## src/core/pmsr_pkg.sv

```systemverilog
// Constants shared by the power-management status and bus-retract register block
package pmsr_pkg;
  // Register byte offsets on the plain register port
  localparam int          ADDR_W        = 8;
  localparam logic [7:0]  OFS_ID        = 8'h10;
  localparam logic [7:0]  OFS_RETRACT   = 8'h18;
  localparam logic [7:0]  OFS_STATUS    = 8'h20;
  // Revision code, value is arbitrary
  localparam logic [31:0] REV_ID_VALUE  = 32'h0000_0a5a;
  // Retract control fields
  localparam int          RB_DELAY      = 0;
  localparam int          RB_ENABLE     = 1;
  localparam logic [3:0]  RETRACT_SHORT = 4'h8;
  localparam logic [3:0]  RETRACT_LONG  = 4'hc;
  // Status fields
  localparam int          ST_POR        = 0;
  localparam int          ST_PLL_LO     = 1;
  localparam int          ST_EVT_LO     = 4;
  localparam int          ST_FLAG_HI    = 8;
  localparam int          ST_EN_LO      = 9;
  localparam int          ST_EN_HI      = 12;
  localparam int          ST_WARM       = 13;
  localparam logic [8:0]  FLAGS_RST     = 9'h001;
  localparam logic [3:0]  EN_RST        = 4'h0;
  // Timing
  localparam int          CLK_PERIOD_NS  = 10;
  localparam int          TICK_PERIOD_NS = 4_000_000;
  localparam int          FILT_TICKS     = 4;
  localparam int          WARM_PULSE     = 16;
endpackage : pmsr_pkg

```

## src/core/pmsr_event_filter.sv

```systemverilog
// Slow-tick glitch filter that turns a noisy level into a one-cycle event pulse
`timescale 1ns/100ps
module pmsr_event_filter #(
  parameter int TICKS = 4                // Samples that must agree
) (
  input  wire logic clock_i,
  input  wire logic rst_n_i,
  input  wire logic tick_i,              // Slow sampling tick
  input  wire logic level_i,             // Synchronised, active high
  output logic      event_o              // Pulse on filtered assertion
);
  logic [TICKS-1:0] hist;                // Sample history
  logic             state;               // Filtered level

  generate
    if (TICKS < 2) begin : g_chk
      $error("pmsr_event_filter needs at least two samples");
    end
  endgenerate

  // Sample only on the tick, so short glitches never reach the flags
  always_ff @(posedge clock_i) begin
    if (!rst_n_i) begin
      hist <= '0;
    end else if (tick_i) begin
      hist <= {hist[TICKS-2:0], level_i};
    end
  end

  // Filtered level moves only when all samples agree
  always_ff @(posedge clock_i) begin
    if (!rst_n_i) begin
      state   <= 1'b0;
      event_o <= 1'b0;
    end else begin
      event_o <= 1'b0;
      if (tick_i && (&hist) && !state) begin
        state   <= 1'b1;
        event_o <= 1'b1;
      end else if (tick_i && !(|hist)) begin
        state   <= 1'b0;
      end
    end
  end
endmodule : pmsr_event_filter

```

## src/core/pmsr_regs.sv

```systemverilog
// Power-management revision, bus-retract and reset/status registers
// Operation
// [RL1] Revision register reads fixed constant, read-only
// [RL2] Delay bit picks 8 or 12 cycles
// [RL3] Enabled retract when wait held past threshold
// [RL4] Retract frees internal bus for DMA
// [RL5] Event flags sticky until software clears
// [RL6] Bit 0 shows power-on reset seen
// [RL7] Bits 1-3 latch PLL lock loss
// [RL8] Bits 4-8 latch filtered wake events
// [RL9] Bits 9-12 are interrupt enables
// [RL10] Interrupt is level, enable after event works
// [RL11] Write one to bit 0 clears
// [RL12] Write one to bits 1-3 clears
// [RL13] Write one to bits 4-7 clears
// [RL14] Write one to bit 8 clears
// [RL15] Write one to bit 13 pulses warm reset
// [RL16] Software reads status after each reset
// [RL17] Enabled events merge into one interrupt
// [RL18] Noisy inputs retimed to slow tick, filtered
// [RL19] Event beats simultaneous clear
// [RL20] Hold counter restarts each access, counts waits
//
// Added by the designer: strobed register access and the placing of the registers.
`timescale 1ns/100ps
module pmsr_regs
  import pmsr_pkg::*;
#(
  parameter int TICK_CYCLES = pmsr_pkg::TICK_PERIOD_NS / pmsr_pkg::CLK_PERIOD_NS
) (
  input  wire logic                       clock_i,
  input  wire logic                       rst_n_i,
  input  wire logic [pmsr_pkg::ADDR_W-1:0] addr_i,
  input  wire logic [31:0]                wr_data_i,
  input  wire logic                       wr_i,
  input  wire logic                       rd_i,
  output logic      [31:0]                rd_data_o,
  input  wire logic                       ext_access_start_i,
  input  wire logic                       card_a_wait_n_i,
  input  wire logic                       card_b_wait_n_i,
  input  wire logic                       expansion_ready_i,
  output logic                            bus_retract_o,
  input  wire logic [2:0]                 pll_lock_i,
  input  wire logic                       wake_key_n_i,
  input  wire logic                       modem_ring_in_i,
  input  wire logic                       alarm_i,
  input  wire logic                       adapter_ok_in_i,
  input  wire logic                       warm_reset_n_i,
  output logic                            warm_reset_n_o,
  output logic                            pmu_irq_o
);
  import pmsr_pkg::*;

  localparam int TW = $clog2(TICK_CYCLES + 1);
  localparam int NS = 11;                // Asynchronous pins synchronised

  generate
    if (TICK_CYCLES < 2) begin : g_chk
      $error("pmsr_regs TICK_CYCLES must be at least 2");
    end
  endgenerate

  logic [1:0]    retract_ctrl;           // Delay select and enable
  logic [8:0]    event_flags;            // Sticky flags, bit 0 is power-on
  logic [3:0]    irq_enable;             // Per-source enables
  logic [NS-1:0] sync_a;                 // First synchroniser stage
  logic [NS-1:0] sync_b;                 // Second synchroniser stage
  logic [TW-1:0] tick_cnt;               // Slow tick divider
  logic          tick;                   // One-cycle slow tick
  logic [4:0]    evt_level;              // Event levels, active high
  logic [4:0]    evt_pulse;              // Filtered event pulses
  logic [3:0]    hold_cnt;               // Cycles the wait has been held
  logic          retracted;              // Retract issued for this access
  logic          hold_act;               // Any wait or not-ready active
  logic [3:0]    hold_thr;               // Selected threshold
  logic [4:0]    warm_cnt;               // Warm reset pulse length
  logic          status_wr;              // Write to status register
  logic [8:0]    flag_set;               // Hardware sets this cycle
  logic [8:0]    flag_clr;               // Software clears this cycle

  // Two-flop synchroniser for every pin from outside the clock domain
  always_ff @(posedge clock_i) begin
    if (!rst_n_i) begin
      sync_a <= {NS{1'b1}};
      sync_b <= {NS{1'b1}};
    end else begin
      sync_a <= {expansion_ready_i, card_b_wait_n_i, card_a_wait_n_i, warm_reset_n_i,
                 adapter_ok_in_i, alarm_i, modem_ring_in_i, wake_key_n_i, pll_lock_i};
      sync_b <= sync_a;
    end
  end

  // Slow tick for the event filters
  always_ff @(posedge clock_i) begin
    if (!rst_n_i) begin
      tick_cnt <= '0;
      tick     <= 1'b0;
    end else if (tick_cnt == TW'(TICK_CYCLES - 1)) begin
      tick_cnt <= '0;
      tick     <= 1'b1;                  // see [RL18]
    end else begin
      tick_cnt <= tick_cnt + 1'b1;
      tick     <= 1'b0;
    end
  end

  // Active-high levels: on key, ring, alarm, adapter lost, warm reset pin
  assign evt_level = {~sync_b[7], ~sync_b[6], sync_b[5], sync_b[4], ~sync_b[3]};

  // One filter per noisy source
  generate
    for (genvar g = 0; g < 5; g++) begin : g_filt
      pmsr_event_filter #(
        .TICKS (FILT_TICKS)
      ) u_filt (
        .clock_i (clock_i),
        .rst_n_i (rst_n_i),
        .tick_i  (tick),
        .level_i (evt_level[g]),         // see [RL18]
        .event_o (evt_pulse[g])
      );
    end
  endgenerate

  // Set and clear terms for the sticky flags
  assign status_wr = wr_i && (addr_i == OFS_STATUS);
  assign flag_set  = {evt_pulse, ~sync_b[2:0], 1'b0};        // see [RL7] see [RL8]
  assign flag_clr  = status_wr ? wr_data_i[ST_FLAG_HI:ST_POR] : '0; // see [RL11] see [RL12]

  // Sticky flags; a set in the clearing cycle wins so no event is lost
  always_ff @(posedge clock_i) begin
    if (!rst_n_i) begin
      event_flags <= FLAGS_RST;          // see [RL6]
    end else begin
      event_flags <= (event_flags & ~flag_clr) | flag_set; // see [RL5] see [RL13] see [RL14] see [RL19]
    end
  end

  // Interrupt enables are plain read/write bits
  always_ff @(posedge clock_i) begin
    if (!rst_n_i) begin
      irq_enable <= EN_RST;
    end else if (status_wr) begin
      irq_enable <= wr_data_i[ST_EN_HI:ST_EN_LO]; // see [RL9]
    end
  end

  // Level interrupt: re-enabling after the event still raises it
  always_ff @(posedge clock_i) begin
    if (!rst_n_i) begin
      pmu_irq_o <= 1'b0;
    end else begin
      pmu_irq_o <= |(irq_enable & event_flags[7:4]); // see [RL10] see [RL17]
    end
  end

  // Warm reset output held low for a fixed pulse after the trigger write
  always_ff @(posedge clock_i) begin
    if (!rst_n_i) begin
      warm_cnt       <= '0;
      warm_reset_n_o <= 1'b1;
    end else if (status_wr && wr_data_i[ST_WARM]) begin
      warm_cnt       <= 5'(WARM_PULSE - 1);
      warm_reset_n_o <= 1'b0;            // see [RL15]
    end else if (warm_cnt != '0) begin
      warm_cnt       <= warm_cnt - 1'b1;
    end else begin
      warm_reset_n_o <= 1'b1;
    end
  end

  // Retract control register
  always_ff @(posedge clock_i) begin
    if (!rst_n_i) begin
      retract_ctrl <= '0;
    end else if (wr_i && (addr_i == OFS_RETRACT)) begin
      retract_ctrl <= wr_data_i[RB_ENABLE:RB_DELAY];
    end
  end

  // Wait lines are active low; the expansion ready line holds while low
  assign hold_act = !sync_b[8] || !sync_b[9] || !sync_b[10];
  assign hold_thr = retract_ctrl[RB_DELAY] ? RETRACT_LONG : RETRACT_SHORT; // see [RL2]

  // Hold counter: restarts per access, advances only while held, saturates
  always_ff @(posedge clock_i) begin
    if (!rst_n_i) begin
      hold_cnt <= '0;
    end else if (ext_access_start_i) begin
      hold_cnt <= '0;                    // see [RL20]
    end else if (hold_act && (hold_cnt != hold_thr)) begin
      hold_cnt <= hold_cnt + 1'b1;       // see [RL20]
    end
  end

  // One retract pulse per access once the wait outlasts the threshold
  always_ff @(posedge clock_i) begin
    if (!rst_n_i) begin
      retracted     <= 1'b0;
      bus_retract_o <= 1'b0;
    end else if (ext_access_start_i) begin
      retracted     <= 1'b0;
      bus_retract_o <= 1'b0;
    end else if (retract_ctrl[RB_ENABLE] && hold_act && (hold_cnt == hold_thr) && !retracted) begin
      retracted     <= 1'b1;
      bus_retract_o <= 1'b1;             // see [RL3] see [RL4]
    end else begin
      bus_retract_o <= 1'b0;
    end
  end

  // Read data one cycle after the strobe; unmapped reads return zero
  always_ff @(posedge clock_i) begin
    if (!rst_n_i) begin
      rd_data_o <= '0;
    end else if (rd_i) begin
      case (addr_i)
        OFS_ID:      rd_data_o <= REV_ID_VALUE; // see [RL1]
        OFS_RETRACT: rd_data_o <= {30'h0, retract_ctrl};
        // Bit 13 is a write-only trigger and always reads zero
        OFS_STATUS:  rd_data_o <= {18'h0, 1'b0, irq_enable, event_flags};
        default:     rd_data_o <= '0;
      endcase
    end else begin
      rd_data_o <= '0;
    end
  end
endmodule : pmsr_regs

```

## config.mk

```make
export PLATFORM = sky130hd
export DESIGN_NAME = pmsr_regs
export DESIGN_NICKNAME = d
export VERILOG_FILES = /design/src/core/pmsr_pkg.sv /design/src/core/pmsr_event_filter.sv /design/src/core/pmsr_regs.sv
export SDC_FILE = /design/constraint.sdc
export NUM_CORES = 1
export LEC_CHECK = 0
export BUFFER_PORTS_ARGS = -buffer_cell sky130_fd_sc_hd__clkbuf_2
export CAP_MARGIN = 0
export CORE_MARGIN = 2
export CORE_UTILIZATION = 40
export DETAILED_ROUTE_END_ITERATION = 6
export PLACE_DENSITY_LB_ADDON = 0.25
export SLEW_MARGIN = 0
export SYNTH_ARGS = -nofsm -noshare
export SYNTH_HDL_FRONTEND = slang
export SYNTH_HIERARCHICAL = 1
export SYNTH_SLANG_ARGS = --single-unit
```

## constraint.sdc

```tcl
create_clock -name clock_i -period 2.6 [get_ports clock_i]
set_input_delay 0.26 -clock clock_i [delete_from_list [all_inputs] [get_ports clock_i]]
set_output_delay 0.26 -clock clock_i [all_outputs]
set_load 0.01 [all_outputs]
```

# Word level (Yosys, flattened, before mapping)
# Cells that the tools add are included.
[totals]
regBits = 132
in_bits = 56
out_inout_bits = 35
word_cells = 133
[classes]
addsub = 3
n_eq_ne = 7
n_mux = 24
bitwise_logic = 9
reduce_logical = 60
[ops]
columns = ["operator", "count"]
rows = [
  ["13-bit case mux with 3 select lines", 1],
  ["4-bit OR reduction", 6],
  ["1-bit logical AND", 22],
  ["4-bit AND reduction", 5],
  ["19-bit by 1-bit adder with 19-bit output (second input constant)", 1],
  ["19-bit equality test (second input constant)", 1],
  ["1-bit two-way mux", 19],
  ["8-bit by 5-bit equality test with 1-bit output (second input constant)", 2],
  ["1-bit logical NOT", 14],
  ["2-bit nonzero test", 6],
  ["9-bit bitwise AND", 1],
  ["9-bit two-way mux", 1],
  ["9-bit NOT", 1],
  ["9-bit OR", 1],
  ["8-bit by 6-bit equality test with 1-bit output (second input constant)", 1],
  ["4-bit two-way mux", 2],
  ["2-bit OR reduction", 3],
  ["5-bit nonzero test", 1],
  ["5-bit by 1-bit subtractor with 5-bit output (second input constant)", 1],
  ["4-bit by 1-bit adder with 4-bit output (second input constant)", 1],
  ["4-bit bitwise AND", 1],
  ["4-bit equality test", 1],
  ["4-bit inequality test", 1],
  ["1-bit NOT", 4],
  ["5 further kinds", 6],
]

# Longest topological paths before layout
# Gate-level depths: netlist (run 1).
[depth]
depth_word = 7
mapped_depth = 6
ltp_nobuf = 6

# Hierarchy
# The synthesis (run 1) kept the hierarchy.
[modules_own_cells]
columns = ["module", "instances", "cells_per_inst", "area_each_um2", "seq_area_each_um2"]
rows = [
  ["pmsr_regs", 1, 337, 3245.6, 1661.6],
  ["pmsr_event_filter", 5, 21, 234.0, 120.1],
]

# Worst setup path before layout (run 1)
# No wires, ideal clock.
[synth_timing]
kind = "register to register"
startpoint = "register tick_cnt[0]"
endpoint = "register tick_cnt[10]"
setup_time_ns = 0.115
t_arrival_ns = 1.697
t_required_ns = 2.485
setup_slack_ns = 0.789
path_stages_with_launch = 7
path_buffers = 2
synth_period_minus_slack_ns = 1.811
cell_sequence = "dfxtp_1 ha_1 clkbuf_1 nand4_4 o41ai_4 buf_6 nor2_1"
[synth_via]
elab_chain_cells = 2
elab_cells_between_ends = 3
cone_classes = "add/sub (1); eq/ne (1); reduce/logical (1)"
[synth_rtl]
columns = ["element", "line", "source"]
rows = [
  ["start, declared", "pmsr_regs.sv:68", "logic [TW-1:0] tick_cnt;"],
  ["start signal, assigned", "pmsr_regs.sv:102", "tick_cnt <= tick_cnt + 1'b1;"],
  ["parallel branches: the longest is 2 deep, another holds 19-bit by 1-bit adder with 19-bit output", "--", ""],
]
# Several ways; the timed one is not identified.
# A chain may end at the register's enable or synchronous reset.

# Worst setup path after layout (run 1)
[layout_timing]
startpoint = "register tick_cnt[0]"
endpoint = "register tick_cnt[16]"
# Same word-level chain as after synthesis.

==> summary.md, run 1 <==
| Metric | Value |
|---|---|
| Post-CTS Setup Inserts | 0 |
| Vias per std cell | roughly 4.7 |
| R2r worst-path depth | 5 |
| Starting DRT DRC Count | between 100 and 150 |
| Hold WS | slightly below 0.06 ns |
| Ys async rst share | 0% |
| Area grow syn2layout | 26.6% |
| First-pass GRT wire length | about 13000 um |
| Ys Warns | 6 |
| Final Hold Viols | 0 |
| Signal arrival time at the worst endpoint | between 2 and 2.5 ns |
| Worst IR Drop VDD | 0.000423 V |
| CP startpoint kind | register |
| Internal cell power | approximately 0.0035 W |
| Ports | 91 |
| Die X-Extent | 109 um |
| PnR worst setup slack | 0.663 ns |
| Status | finished clean |
| Inserted Clock Buffers | 17 |
| Clock power frac | 52.5% |
| Max-cap violations | 0 |
| Die Area | between 0.01 and 0.015 mm^2 |
| GRT Util Overall | 14.3% |
| CTS tree | built |
| Vias in the first global route | between 2000 and 3000 |
| Clock Skews | 0.0114 ns |
| Syn Inst Count | approximately 440 |
| CTS sink cnt | approximately 110 |
| Hold crit path type | in -> reg |
| Fraction of layout cells with a size suffix above 1 | between 15 and 20% |
| Max Fclk | between 500 and 600 MHz |
| Flop-to-flop setup slack | 0.66 ns |
| Final #Nets | around 600 |
| Final period util | 74.5% |
| Drt wl/cell | roughly 11 um |
| Rel. slew slack | 52.3% |
| Flop pwr share | between 40% and 50% |
| Synthesized area per cell | between 9 and 10 um^2 |
| Synth top area share | 51.2% |
| Worst-margin pin slew | 0.715 ns |
| Deepest clock path buffer count | 2 |
| Clock latency on the worst-skew pair | 0.51 ns |
| LEAKAGE | about 2.2 nW |
| Worst setup EP type | register |
| WHS Endpoint | warm_cnt[0]$_SDFFE_PN0P_ |
| Port Buffers | 53 |
| CORE AREA | 0.0108 mm^2 |
| Antenna violations before repair | 0 |
| Worst Setup Path Type | reg -> reg |
| Required time worst endpoint | around 3.0 ns |
| Drt first pass iters | 4 |
| Sw Ratio | a little over a fifth |
| RSZ-0062 raised after global routing | no |
| PD cells | roughly 800 mW/mm^2 |
| Combinational Power Share | 7.0% |
| Worst slack at placement | between 0.6 and 0.7 ns |
| Critical Path Fanout Max | 12 |
| CTS root buffer | clkbuf_8 |
| Largest net degree at the start of global routing | between 80 and 90 |
| Setup_tns | 0 ns |
| DR vias | between 3000 and 4000 |
| Post-synth EDFFs | 0 |
| # rows | 38 |
| Post-Syn Area | about 0.0044 mm^2 |
| H-Tree Depth | 4 |
| Antenna diode count | 0 |
| Initial core utilization | between 40% and 50% |
| R2R Path Start | tick_cnt[0]$_SDFF_PP0_ |
| Top FF cell, synth | dfxtp_1 |
| Sequential-to-total area share from yosys stat | 51.2% |
| Dominant cells by area after synthesis | dfxtp_1 51%, mux2i_1 5.4%, nand2b_1 4.1% |
| Die height | roughly 110 um |
| P_sw | between 0.0009 and 0.001 W |
| CTS resizes | 0 |
| Hold path startpoint | wr_data_i[13] |
| Clk slew on worst S/H paths | 0.05 ns |
| Final ANT Viol Nets | 0 |
| Largest area contributor in the netlist | dfxtp_1 |
| Setup violators final | 0 |
| Commonest cells in the netlist | 113 x dfxtp_1, 29 x nand2b_1, 28 x nor2b_1 |
| Slew Viols, Final | 0 |
| Routed WL | 7830 um |
| Tmin final | 1.94 ns |
| Yosys reg bits | approximately 110 |
| Most common cell in the netlist | dfxtp_1 |
| DRC Markers | 0 |
| RD Place Congestion | slightly below 0.8 |
| Synth cell types | 44 |
| Worst hold stages | 3 |
| GRT Residual Overflow | 0 |
| Worst R2R End | tick_cnt[16]$_SDFF_PP0_ |
| HPWL after DPL | between 5000 and 6000 um |
-- sequential cells by signal, summed over array words and instances, names as in the netlist --
signal and count:
sync_a 11, hold_cnt 4, event_flags 9, tick 1, warm_reset_n_o 1, bus_retract_o 1, retract_ctrl 2, pmu_irq_o 1
warm_cnt 5, sync_b 11, rd_data_o 13, g_filt.u_filt/event_o 5, g_filt.u_filt/hist 20, g_filt.u_filt/state 5, irq_enable 4, retracted 1
tick_cnt 19
-- cells by family after synthesis --
group / count (synthesis) / synth area share, %
XOR/XNOR: 20 / 3.97
AO/OA/AOI/OAI: 54 / 8.19
adder cells (fa/ha/maj): 4 / 1.13
flip-flops: 113 / 51.2
multiplexers: 24 / 5.44
AND/OR/NAND/NOR: 175 / 22.9
buffers and inverters: 51 / 7.03
other: 1 / 0.0849
-- layout by cell type, fill, tap and decap left out, types with 14 or more instances in the layout --
master         Yosys  routed
dlygate4sd3_1      0      24
inv_1             17      17
o21ai_0           18      18
clkbuf_16          0      16
nand2b_1          29      29
clkbuf_2           0      53
nor2b_1           28      28
xnor2_1           14      14
nand2_1           20      20
mux2i_1           24      24
dfxtp_1          113     113
conb_1             1      19
nor2_1            22      22
-- worst max path at each step --
stage	start	endpoint	slack (ns)	cells after the start
after floorplan	tick_cnt[0]$_SDFF_PP0_	tick_cnt[10]$_SDFF_PP0_	0.79	6
after global placement	tick_cnt[0]$_SDFF_PP0_	tick_cnt[12]$_SDFF_PP0_	0.68	5
after detailed placement	tick_cnt[0]$_SDFF_PP0_	tick_cnt[3]$_SDFF_PP0_	0.66	5
after CTS	tick_cnt[0]$_SDFF_PP0_	tick_cnt[12]$_SDFF_PP0_	0.65	5
after global routing	tick_cnt[0]$_SDFF_PP0_	tick_cnt[13]$_SDFF_PP0_	0.54	5
final	tick_cnt[0]$_SDFF_PP0_	tick_cnt[16]$_SDFF_PP0_	0.66	5
-- stage by stage --
step | util, % | total power (W) | instances | cell area (um^2)
3_5_place_dp | 43.9 | 0.00214 | 626 | 4740
5_1_grt | 51.8 | 0.00467 | 681 | 5590
3_3_place_gp | 43.9 | 0.00213 | 626 | 4740
2_1_floorplan | - | 0.00208 | 460 | 4480
6_report | 51.8 | 0.00449 | 681 | 5590
4_1_cts | 51.8 | 0.00455 | 681 | 5590
-- what timing repair did --
item                                    4_1_cts  5_1_grt
hold buffers                                 24        0
hold endpoints to repair                     24        0
endpoints found under the setup margin        0        0
-- cell type report --
cell class / instances / area [um^2]
Fill cell: 994 / 5200
Multi-Input combinational cell: 296 / 1910
Clock inverter: 11 / 161
Sequential cell: 113 / 2260
Inverter: 17 / 63.8
Timing Repair Buffer: 84 / 571
Tap cell: 140 / 175
Clock buffer: 20 / 445
-- power groups by stage --
stage,clock network (W),logic (W),registers [W]
detailed placement,0,0.000286,0.00186
floorplan,0,0.000232,0.00185
global route,0.00249,0.000351,0.00183
global placement,0,0.000274,0.00186
CTS,0.00241,0.000315,0.00182
finish,0.00236,0.000312,0.00182
-- critical path: stages (launching register included) --
cell and delay, ns:
dfxtp_1 0.38, ha_1 0.36, nand4_4 0.17, o41ai_4 0.57, buf_4 0.27, nor2_1 0.06
-- metal layers --
metal,global-route usage (%),part of all wire [%],vias to the layer above
met1,17.1,47,1464
met3,5.80,5.3,10
li1,-,-,1649
met2,22.7,46,71
met4,6.32,1.1,0
met5,0,0,-
No activity file was read; power rests on OpenSTA's default activity.
==> run 2: changes to the inputs <==
Settings changed: ABC_AREA from default to 1.
Clock period 2.6 ns to 1.7 ns, I/O delays scaled along.
==> run 2 against run 1 <==
Net effect: critical path depth grew 1; register-to-register slack lost 0.41 ns; worst setup slack lost 0.41 ns; sequential power grew 52%; critical path type unchanged; largest power group unchanged.
==> summary.md, run 2 <==
| Metric | Value |
|---|---|
| PnR worst setup slack | 0.256 ns (-0.408 ns) |
| Worst slack at placement | 0.238 ns (-0.424 ns) |
| Ys async rst share | 0% (unchanged) |
| Required time worst endpoint | 1.98 ns (-1.01 ns) |
| Vias in the first global route | 3415 (+14%) |
| CTS sink cnt | 113 (unchanged) |
| Clock Skews | 0.0103 ns (-0.00105 ns) |
| CP Cell Sequence | ha_1 > nand3_2 > nor2_4 > nand3_2 > nand2_2 > nor2_1 |
| Commonest non-fill, non-tap cell in the layout | dfxtp_1 |
| Antenna diode count | 0 (unchanged) |
| Post-CTS Setup Inserts | 0 (unchanged) |
| Final ANT Viol Nets | 0 (unchanged) |
| CTS tree | built |
| CP startpoint kind | register |
| Sequential-to-total area share from yosys stat | 49.9% (-1.4 points) |
| Post-route cell area | 0.00562 mm^2 (+0.54%) |
| Largest family of logic cells by synthesized area | simple AND/OR/NAND/NOR gates |
| Worst setup EP type | register |
| Post-Syn Area | 0.00454 mm^2 (+2.7%) |
| PD cells | 1170 mW/mm^2 (+46%) |
| Clock latency on the worst-skew pair | 0.40 ns (-0.11 ns) |
| Die X-Extent | 111 um (+1.3%) |
| # rows | 38 (unchanged) |
| Die height | 111 um (+1.3%) |
| Max-cap violations | 0 (unchanged) |
| Setup violators final | 0 (unchanged) |
| Inserted Clock Buffers | 17 (unchanged) |
| Tmin final | 1.44 ns (-0.492 ns) |
| Worst Setup Path Type | reg -> reg |
| First-pass GRT wire length | 14400 um (+10%) |
| Placed inst area | 0.00492 mm^2 (+3.8%) |
| CTS resizes | 0 (unchanged) |
| XOR/XNOR Fraction of Synth Area | 2.51% (-1.5 points) |
| Clk slew on worst S/H paths | 0.05 ns (about the same) |
| CORE AREA | 0.0109 mm^2 (+1.3%) |
| Hold crit path type | in -> reg |
| Slew Viols, Final | 0 (unchanged) |
| Die Area | 0.0122 mm^2 (+2.6%) |
| RD Place Congestion | 0.854 (+7.4%) |
| Synth top area share | 49.9% (-1.4 points) |
| Largest net degree at the start of global routing | 40 (-53%) |
| Top delay family on crit path | simple AND/OR/NAND/NOR gates |
| Synth cell types | 28 (-36%) |
| Final period util | 85.0% (+10 points) |
| Drt first pass iters | 7 (+3) |
| Critical Path Fanout Max | 17 (+5) |
| DR vias | 3748 (+17%) |
| Worst path slowest cell | dfxtp_1 |
| Post-synthesis adder-cell area fraction | 1.10% (-0.030 points) |
| Syn Inst Count | 595 (+35%) |
| Area grow syn2layout | 23.9% |
| Vias per std cell | 4.52 (-3.6%) |
| Post-synthesis mux area share | 0% (-5.4 points) |
| Largest area contributor in the netlist | dfxtp_1 |
| Util after Layout | 51.4% (-0.40 points) |
| Status | finished clean |
| Slowest stage delay, CP | 0.34 ns (-0.23 ns) |
| DRC Markers | 0 (unchanged) |
| Biggest register | g_filt.u_filt/hist |
| Worst IR Drop VDD | 0.000533 V (+26%) |
| Top FF cell, synth | dfxtp_1 |
| Largest registers | g_filt.u_filt/hist x20, tick_cnt x19, rd_data_o x13 |
| Max Fclk | 692 MHz (+34%) |
| Starting DRT DRC Count | 172 (+21%) |
| Post-synth EDFFs | 0 (unchanged) |
| Worst-margin pin slew | 0.522 ns (-0.193 ns) |
| Initial core utilization | 41.5% (+0.58 points) |
| Hold-fix buffer count after cts | 11 (-54%) |
| Ports | 91 (unchanged) |
| Yosys reg bits | 113 (unchanged) |
| Synth Area in Compound Gates | 8.41% (+0.22 points) |
| Synthesized area per cell | 7.62 um^2 (-24%) |
| Setup_tns | 0 ns (unchanged) |
| RSZ-0062 raised after global routing | no |
| LEAKAGE | 2.38 nW (+8.8%) |
| Antenna violations before repair | 0 (unchanged) |
| Drt wl/cell | 10.1 um (-13%) |
| HPWL after DPL | 6070 um (+18%) |
| Synth Area in Simple Gates | 27.9% (+5.0 points) |
| GRT Util Overall | 14.1% (-0.21 points) |
| Final Hold Viols | 0 (unchanged) |
| Most frequent cells in the layout | 113 x dfxtp_1, 111 x nand2_1, 99 x nor2_1, 71 x inv_1, 53 x clkbuf_2 |
| Rel. slew slack | 65.2% (+13 points) |
| Commonest cells in the netlist | 113 x dfxtp_1, 111 x nand2_1, 99 x nor2_1 |
| CTS root buffer | clkbuf_16 |
| Ys Warns | 6 (unchanged) |
| Fraction of layout cells with a size suffix above 1 | 17.9% (+0.48 points) |
| Final #Nets | 736 (+25%) |
| Routed WL | 8340 um (+6.5%) |
| H-Tree Depth | 4 (unchanged) |
| GRT Residual Overflow | 0 (unchanged) |
| Deepest clock path buffer count | 2 (unchanged) |
| Top cell by count, worst path | nand3_2 |
| Dominant cells by area after synthesis | dfxtp_1 50%, nand2_1 9.2%, nor2_1 8.2% |
| Port Buffers | 53 (unchanged) |
| Worst Path Buf+Inv | 0 (-1) |
| Max reg flops | 20 (unchanged) |
| Signal arrival time at the worst endpoint | 1.73 ns (-0.60 ns) |
| Most common cell in the netlist | dfxtp_1 |
| Hold WS | 0.0424 ns (-0.0172 ns) |
-- run 2: cells by family (layout without fill, tap and decap cells) --
logic type | Yosys count | in the layout
AND/OR/NAND/NOR | 291 | 291
XOR/XNOR | 13 | 13
buffers and inverters | 100 | 176
AO/OA/AOI/OAI | 73 | 73
flip-flops | 113 | 113
other | 1 | 19
adder cells (fa/ha/maj) | 4 | 4
-- run 2: cell type report --
type	instances	area [um^2]
Clock buffer	21	480
Fill cell	1066	5320
Timing Repair Buffer	71	440
Tap cell	140	175
Multi-Input combinational cell	400	1880
Clock inverter	11	105
Inverter	73	274
Sequential cell	113	2260
-- run 2: tightest hold or removal path, stage by stage --
cell      delay [ns]
clkbuf_2        0.08
o21ai_0         0.08
nor2_1          0.08
-- run 2: through the flow --
step / power (W) / instances
detailed placement: 0.00327 / 786
finish: 0.00660 / 829
CTS: 0.00666 / 829
global placement: 0.00326 / 786
floorplan: 0.00318 / 613
global route: 0.00688 / 829
-- run 2: final timing paths --
check / start / end / slack [ns] / depth (start not counted)
max: tick_cnt[1]$_SDFF_PP0_ / tick_cnt[13]$_SDFF_PP0_ / 0.26 / 6
min: wr_data_i[11] / irq_enable[2]$_SDFFE_PN0P_ / 0.04 / 3
max reg2reg: tick_cnt[1]$_SDFF_PP0_ / tick_cnt[13]$_SDFF_PP0_ / 0.26 / 6
min reg2reg: sync_b[0]$_SDFF_PN1_ / event_flags[1]$_SDFF_PN0_ / 0.40 / 1
-- run 2: metal layers --
layer	share of wire, %	vias up	track usage [%]	wire (um)
met3	6.1	6	4.72	506
met5	0	-	0	0
met4	0.76	0	5.00	63
met2	46	100	23.0	3860
met1	47	1646	17.4	3900
li1	-	1996	-	-
-- run 2: power by group --
group	switching [W]	internal (W)
sequential	0.0000342	0.00273
combinational	0.000274	0.000193
clock	0.00120	0.00217
total	0.00150	0.00509
==> run 3: changes to the inputs <==
Settings changed: ABC_AREA 1 to 0.
Clock period 1.7 ns to 1.18 ns, I/O delays scaled along.
==> run 3 against run 2 <==
Net effect: the run now ends with negative setup slack left; maximum frequency down 2.0%; combinational power rose by 150%; via count down 6.0%; design area up 15%; register-to-register slack lost 0.55 ns; die area fell by 2.6%; worst setup slack got worse by 0.55 ns; utilization rose by 8.3 points; critical path depth fell by 2; critical endpoint is now tick_cnt[7]$_SDFF_PP0_; largest power group unchanged.
==> summary.md, run 3 (synthesis results as in run 1) <==
| Metric | Value |
|---|---|
| Status | finished, violations left |
| Failing checks | negative setup slack |
| DRC Markers | 0 (unchanged) |
| First-pass GRT wire length | 15500 um (+7.4%) |
| Commonest non-fill, non-tap cell in the layout | dfxtp_1 |
| CTS root buffer | clkbuf_8 |
| Largest registers | g_filt.u_filt/hist x20, tick_cnt x19, rd_data_o x13 |
| Top delay family on crit path | simple AND/OR/NAND/NOR gates |
| Die X-Extent | 109 um (-1.3%) |
| RSZ-0062 raised after global routing | yes |
| Starting DRT DRC Count | 93 (-46%) |
| PnR worst setup slack | -0.293 ns (-0.549 ns) |
| Critical Path Fanout Max | 6 (-11) |
| Final ANT Viol Nets | 0 (unchanged) |
| CTS sink cnt | 113 (unchanged) |
| Fraction of layout cells with a size suffix above 1 | 35.9% (+18 points) |
| GRT Util Overall | 17.2% (+3.1 points) |
| Inserted Clock Buffers | 17 (unchanged) |
| Slew Viols, Final | 0 (unchanged) |
| Die Area | 0.0119 mm^2 (-2.6%) |
| Drt wl/cell | 12.5 um (+24%) |
| Max Fclk | 679 MHz (-2.0%) |
| PD cells | 1590 mW/mm^2 (+36%) |
| H-Tree Depth | 4 (unchanged) |
| CORE AREA | 0.0108 mm^2 (-1.3%) |
| CTS tree | built |
| Slowest stage delay, CP | 0.38 ns (+0.04 ns) |
| Worst hold stages | 4 (+1) |
| Clock latency on the worst-skew pair | 0.52 ns (+0.12 ns) |
| R2r worst-path depth | 4 (-2) |
| Antenna violations before repair | 0 (unchanged) |
| Initial core utilization | 40.9% (-0.58 points) |
| Drt first pass iters | 4 (-3) |
| Worst IR Drop VDD | 0.000895 V (+68%) |
| Largest net degree at the start of global routing | 32 (-20%) |
| Signal arrival time at the worst endpoint | 1.87 ns (+0.14 ns) |
| Setup_tns | -5.89 ns (-5.89 ns) |
| Vias per std cell | 4.63 (+2.4%) |
| Antenna diode count | 0 (unchanged) |
| Clk slew on worst S/H paths | 0.05 ns (about the same) |
| RD Place Congestion | 0.827 (-3.2%) |
| Final Hold Viols | 0 (unchanged) |
| Deepest clock path buffer count | 2 (unchanged) |
| Hold crit path type | in -> reg |
| Ports | 91 (unchanged) |
| Util after Layout | 59.7% (+8.3 points) |
| Max-cap violations | 0 (unchanged) |
| Setup violators final | 26 (+26) |
| Stages on worst setup path | 4 (-2) |
| DR vias | 3523 (-6.0%) |
| CP startpoint kind | register |
| Die height | 109 um (-1.3%) |
| Most frequent cells in the layout | 93 x dfxtp_1, 74 x buf_4, 53 x clkbuf_2, 29 x nand2b_1, 27 x nor2b_1 |
| Biggest register | g_filt.u_filt/hist |
| Area grow syn2layout | 45.8% |
| Routed WL | 9500 um (+14%) |
| Hold WS | 0.0457 ns (+0.00333 ns) |
| Port Buffers | 53 (unchanged) |
| Final #Nets | 668 (-9.2%) |
| GRT Residual Overflow | 0 (unchanged) |
| CP Cell Sequence | or3_4 > o41ai_4 > buf_4 > nor2_1 |
| HPWL after DPL | 6540 um (+7.7%) |
| Final period util | 125% (+40 points) |
| Post-Layout Cell Count | 761 (-8.2%) |
| Max reg flops | 20 (unchanged) |
| Required time worst endpoint | 1.58 ns (-0.40 ns) |
| Clock Skews | 0.00861 ns (-0.00172 ns) |
| Worst setup EP type | register |
| Placed insts | 696 (-11%) |
| Vias in the first global route | 3428 (+0.38%) |
| Worst Setup Path Type | reg -> reg |
| Tmin final | 1.47 ns (+0.0288 ns) |
| Worst path slowest cell | or3_4 |
| # rows | 38 (unchanged) |
| Flop-to-flop setup slack | -0.29 ns (-0.55 ns) |
| Worst slack at placement | -0.301 ns (-0.538 ns) |
| LEAKAGE | 2.63 nW (+10%) |
| Worst Path Buf+Inv | 1 (+1) |
-- run 3: cell types whose count changed in the layout (fill, tap and decap cells not counted), moves of 20 or more --
cell,previous run,this run
buf_4,6,74
a21oi_1,38,5
nand2_1,111,18
dfxtp_1,113,93
nand3_1,35,13
nand2b_1,0,29
mux2i_1,0,24
nor2b_1,0,27
nor2_1,99,21
or2_2,22,0
inv_1,71,13
-- run 3: stage by stage --
stage | total power, W | cell area (um^2)
after floorplan | 0.00467 | 4580
after global placement | 0.00495 | 5370
after detailed placement | 0.00499 | 5370
after CTS | 0.0103 | 6350
after global routing | 0.0107 | 6440
final | 0.0102 | 6440
-- run 3: path summary, 6_finish.rpt --
kind | endpoint | startpoint
setup / recovery | tick_cnt[7]$_SDFF_PP0_ | tick_cnt[13]$_SDFF_PP0_
hold / removal | rd_data_o[1]$_SDFF_PN0_ | rd_i
setup reg to reg | tick_cnt[7]$_SDFF_PP0_ | tick_cnt[13]$_SDFF_PP0_
hold reg to reg | sync_b[2]$_SDFF_PN1_ | sync_a[2]$_SDFF_PN1_
-- run 3: area by class of cell --
class | instances | area, um^2
fill | 897 | 4350
sequential | 113 | 2290
multi-input combinational | 296 | 2090
timing repair buffer | 163 | 1210
clock buffer | 24 | 512
tap | 140 | 175
clock inverter | 8 | 97.6
inverter | 17 | 63.8
-- run 3: power by group --
part / internal (W) / switching (W)
logic: 0.000669 / 0.000480
registers: 0.00394 / 0.0000635
clock network: 0.00340 / 0.00169
-- run 3: layer usage --
metal,GRT usage [%],up-vias,part of all wire [%]
li1,-,1808,-
met1,19.7,1644,45
met2,28.7,62,51
met3,6.10,9,3.5
met4,7.60,0,1.2
met5,0,-,0
-- run 3: tightest hold or removal path, delay by kind of cell --
family,cells,cell delay (ns)
simple gates,2,0.18
buf+inv,2,0.22
-- run 3: timing repair --
item	4_1_cts	5_1_grt
endpoints found under the setup margin	33	34
resized for setup	22	17
pin swaps	10	13
endpoints found under the hold margin	38	0
hold buffers	26	0
setup buffers	4	3
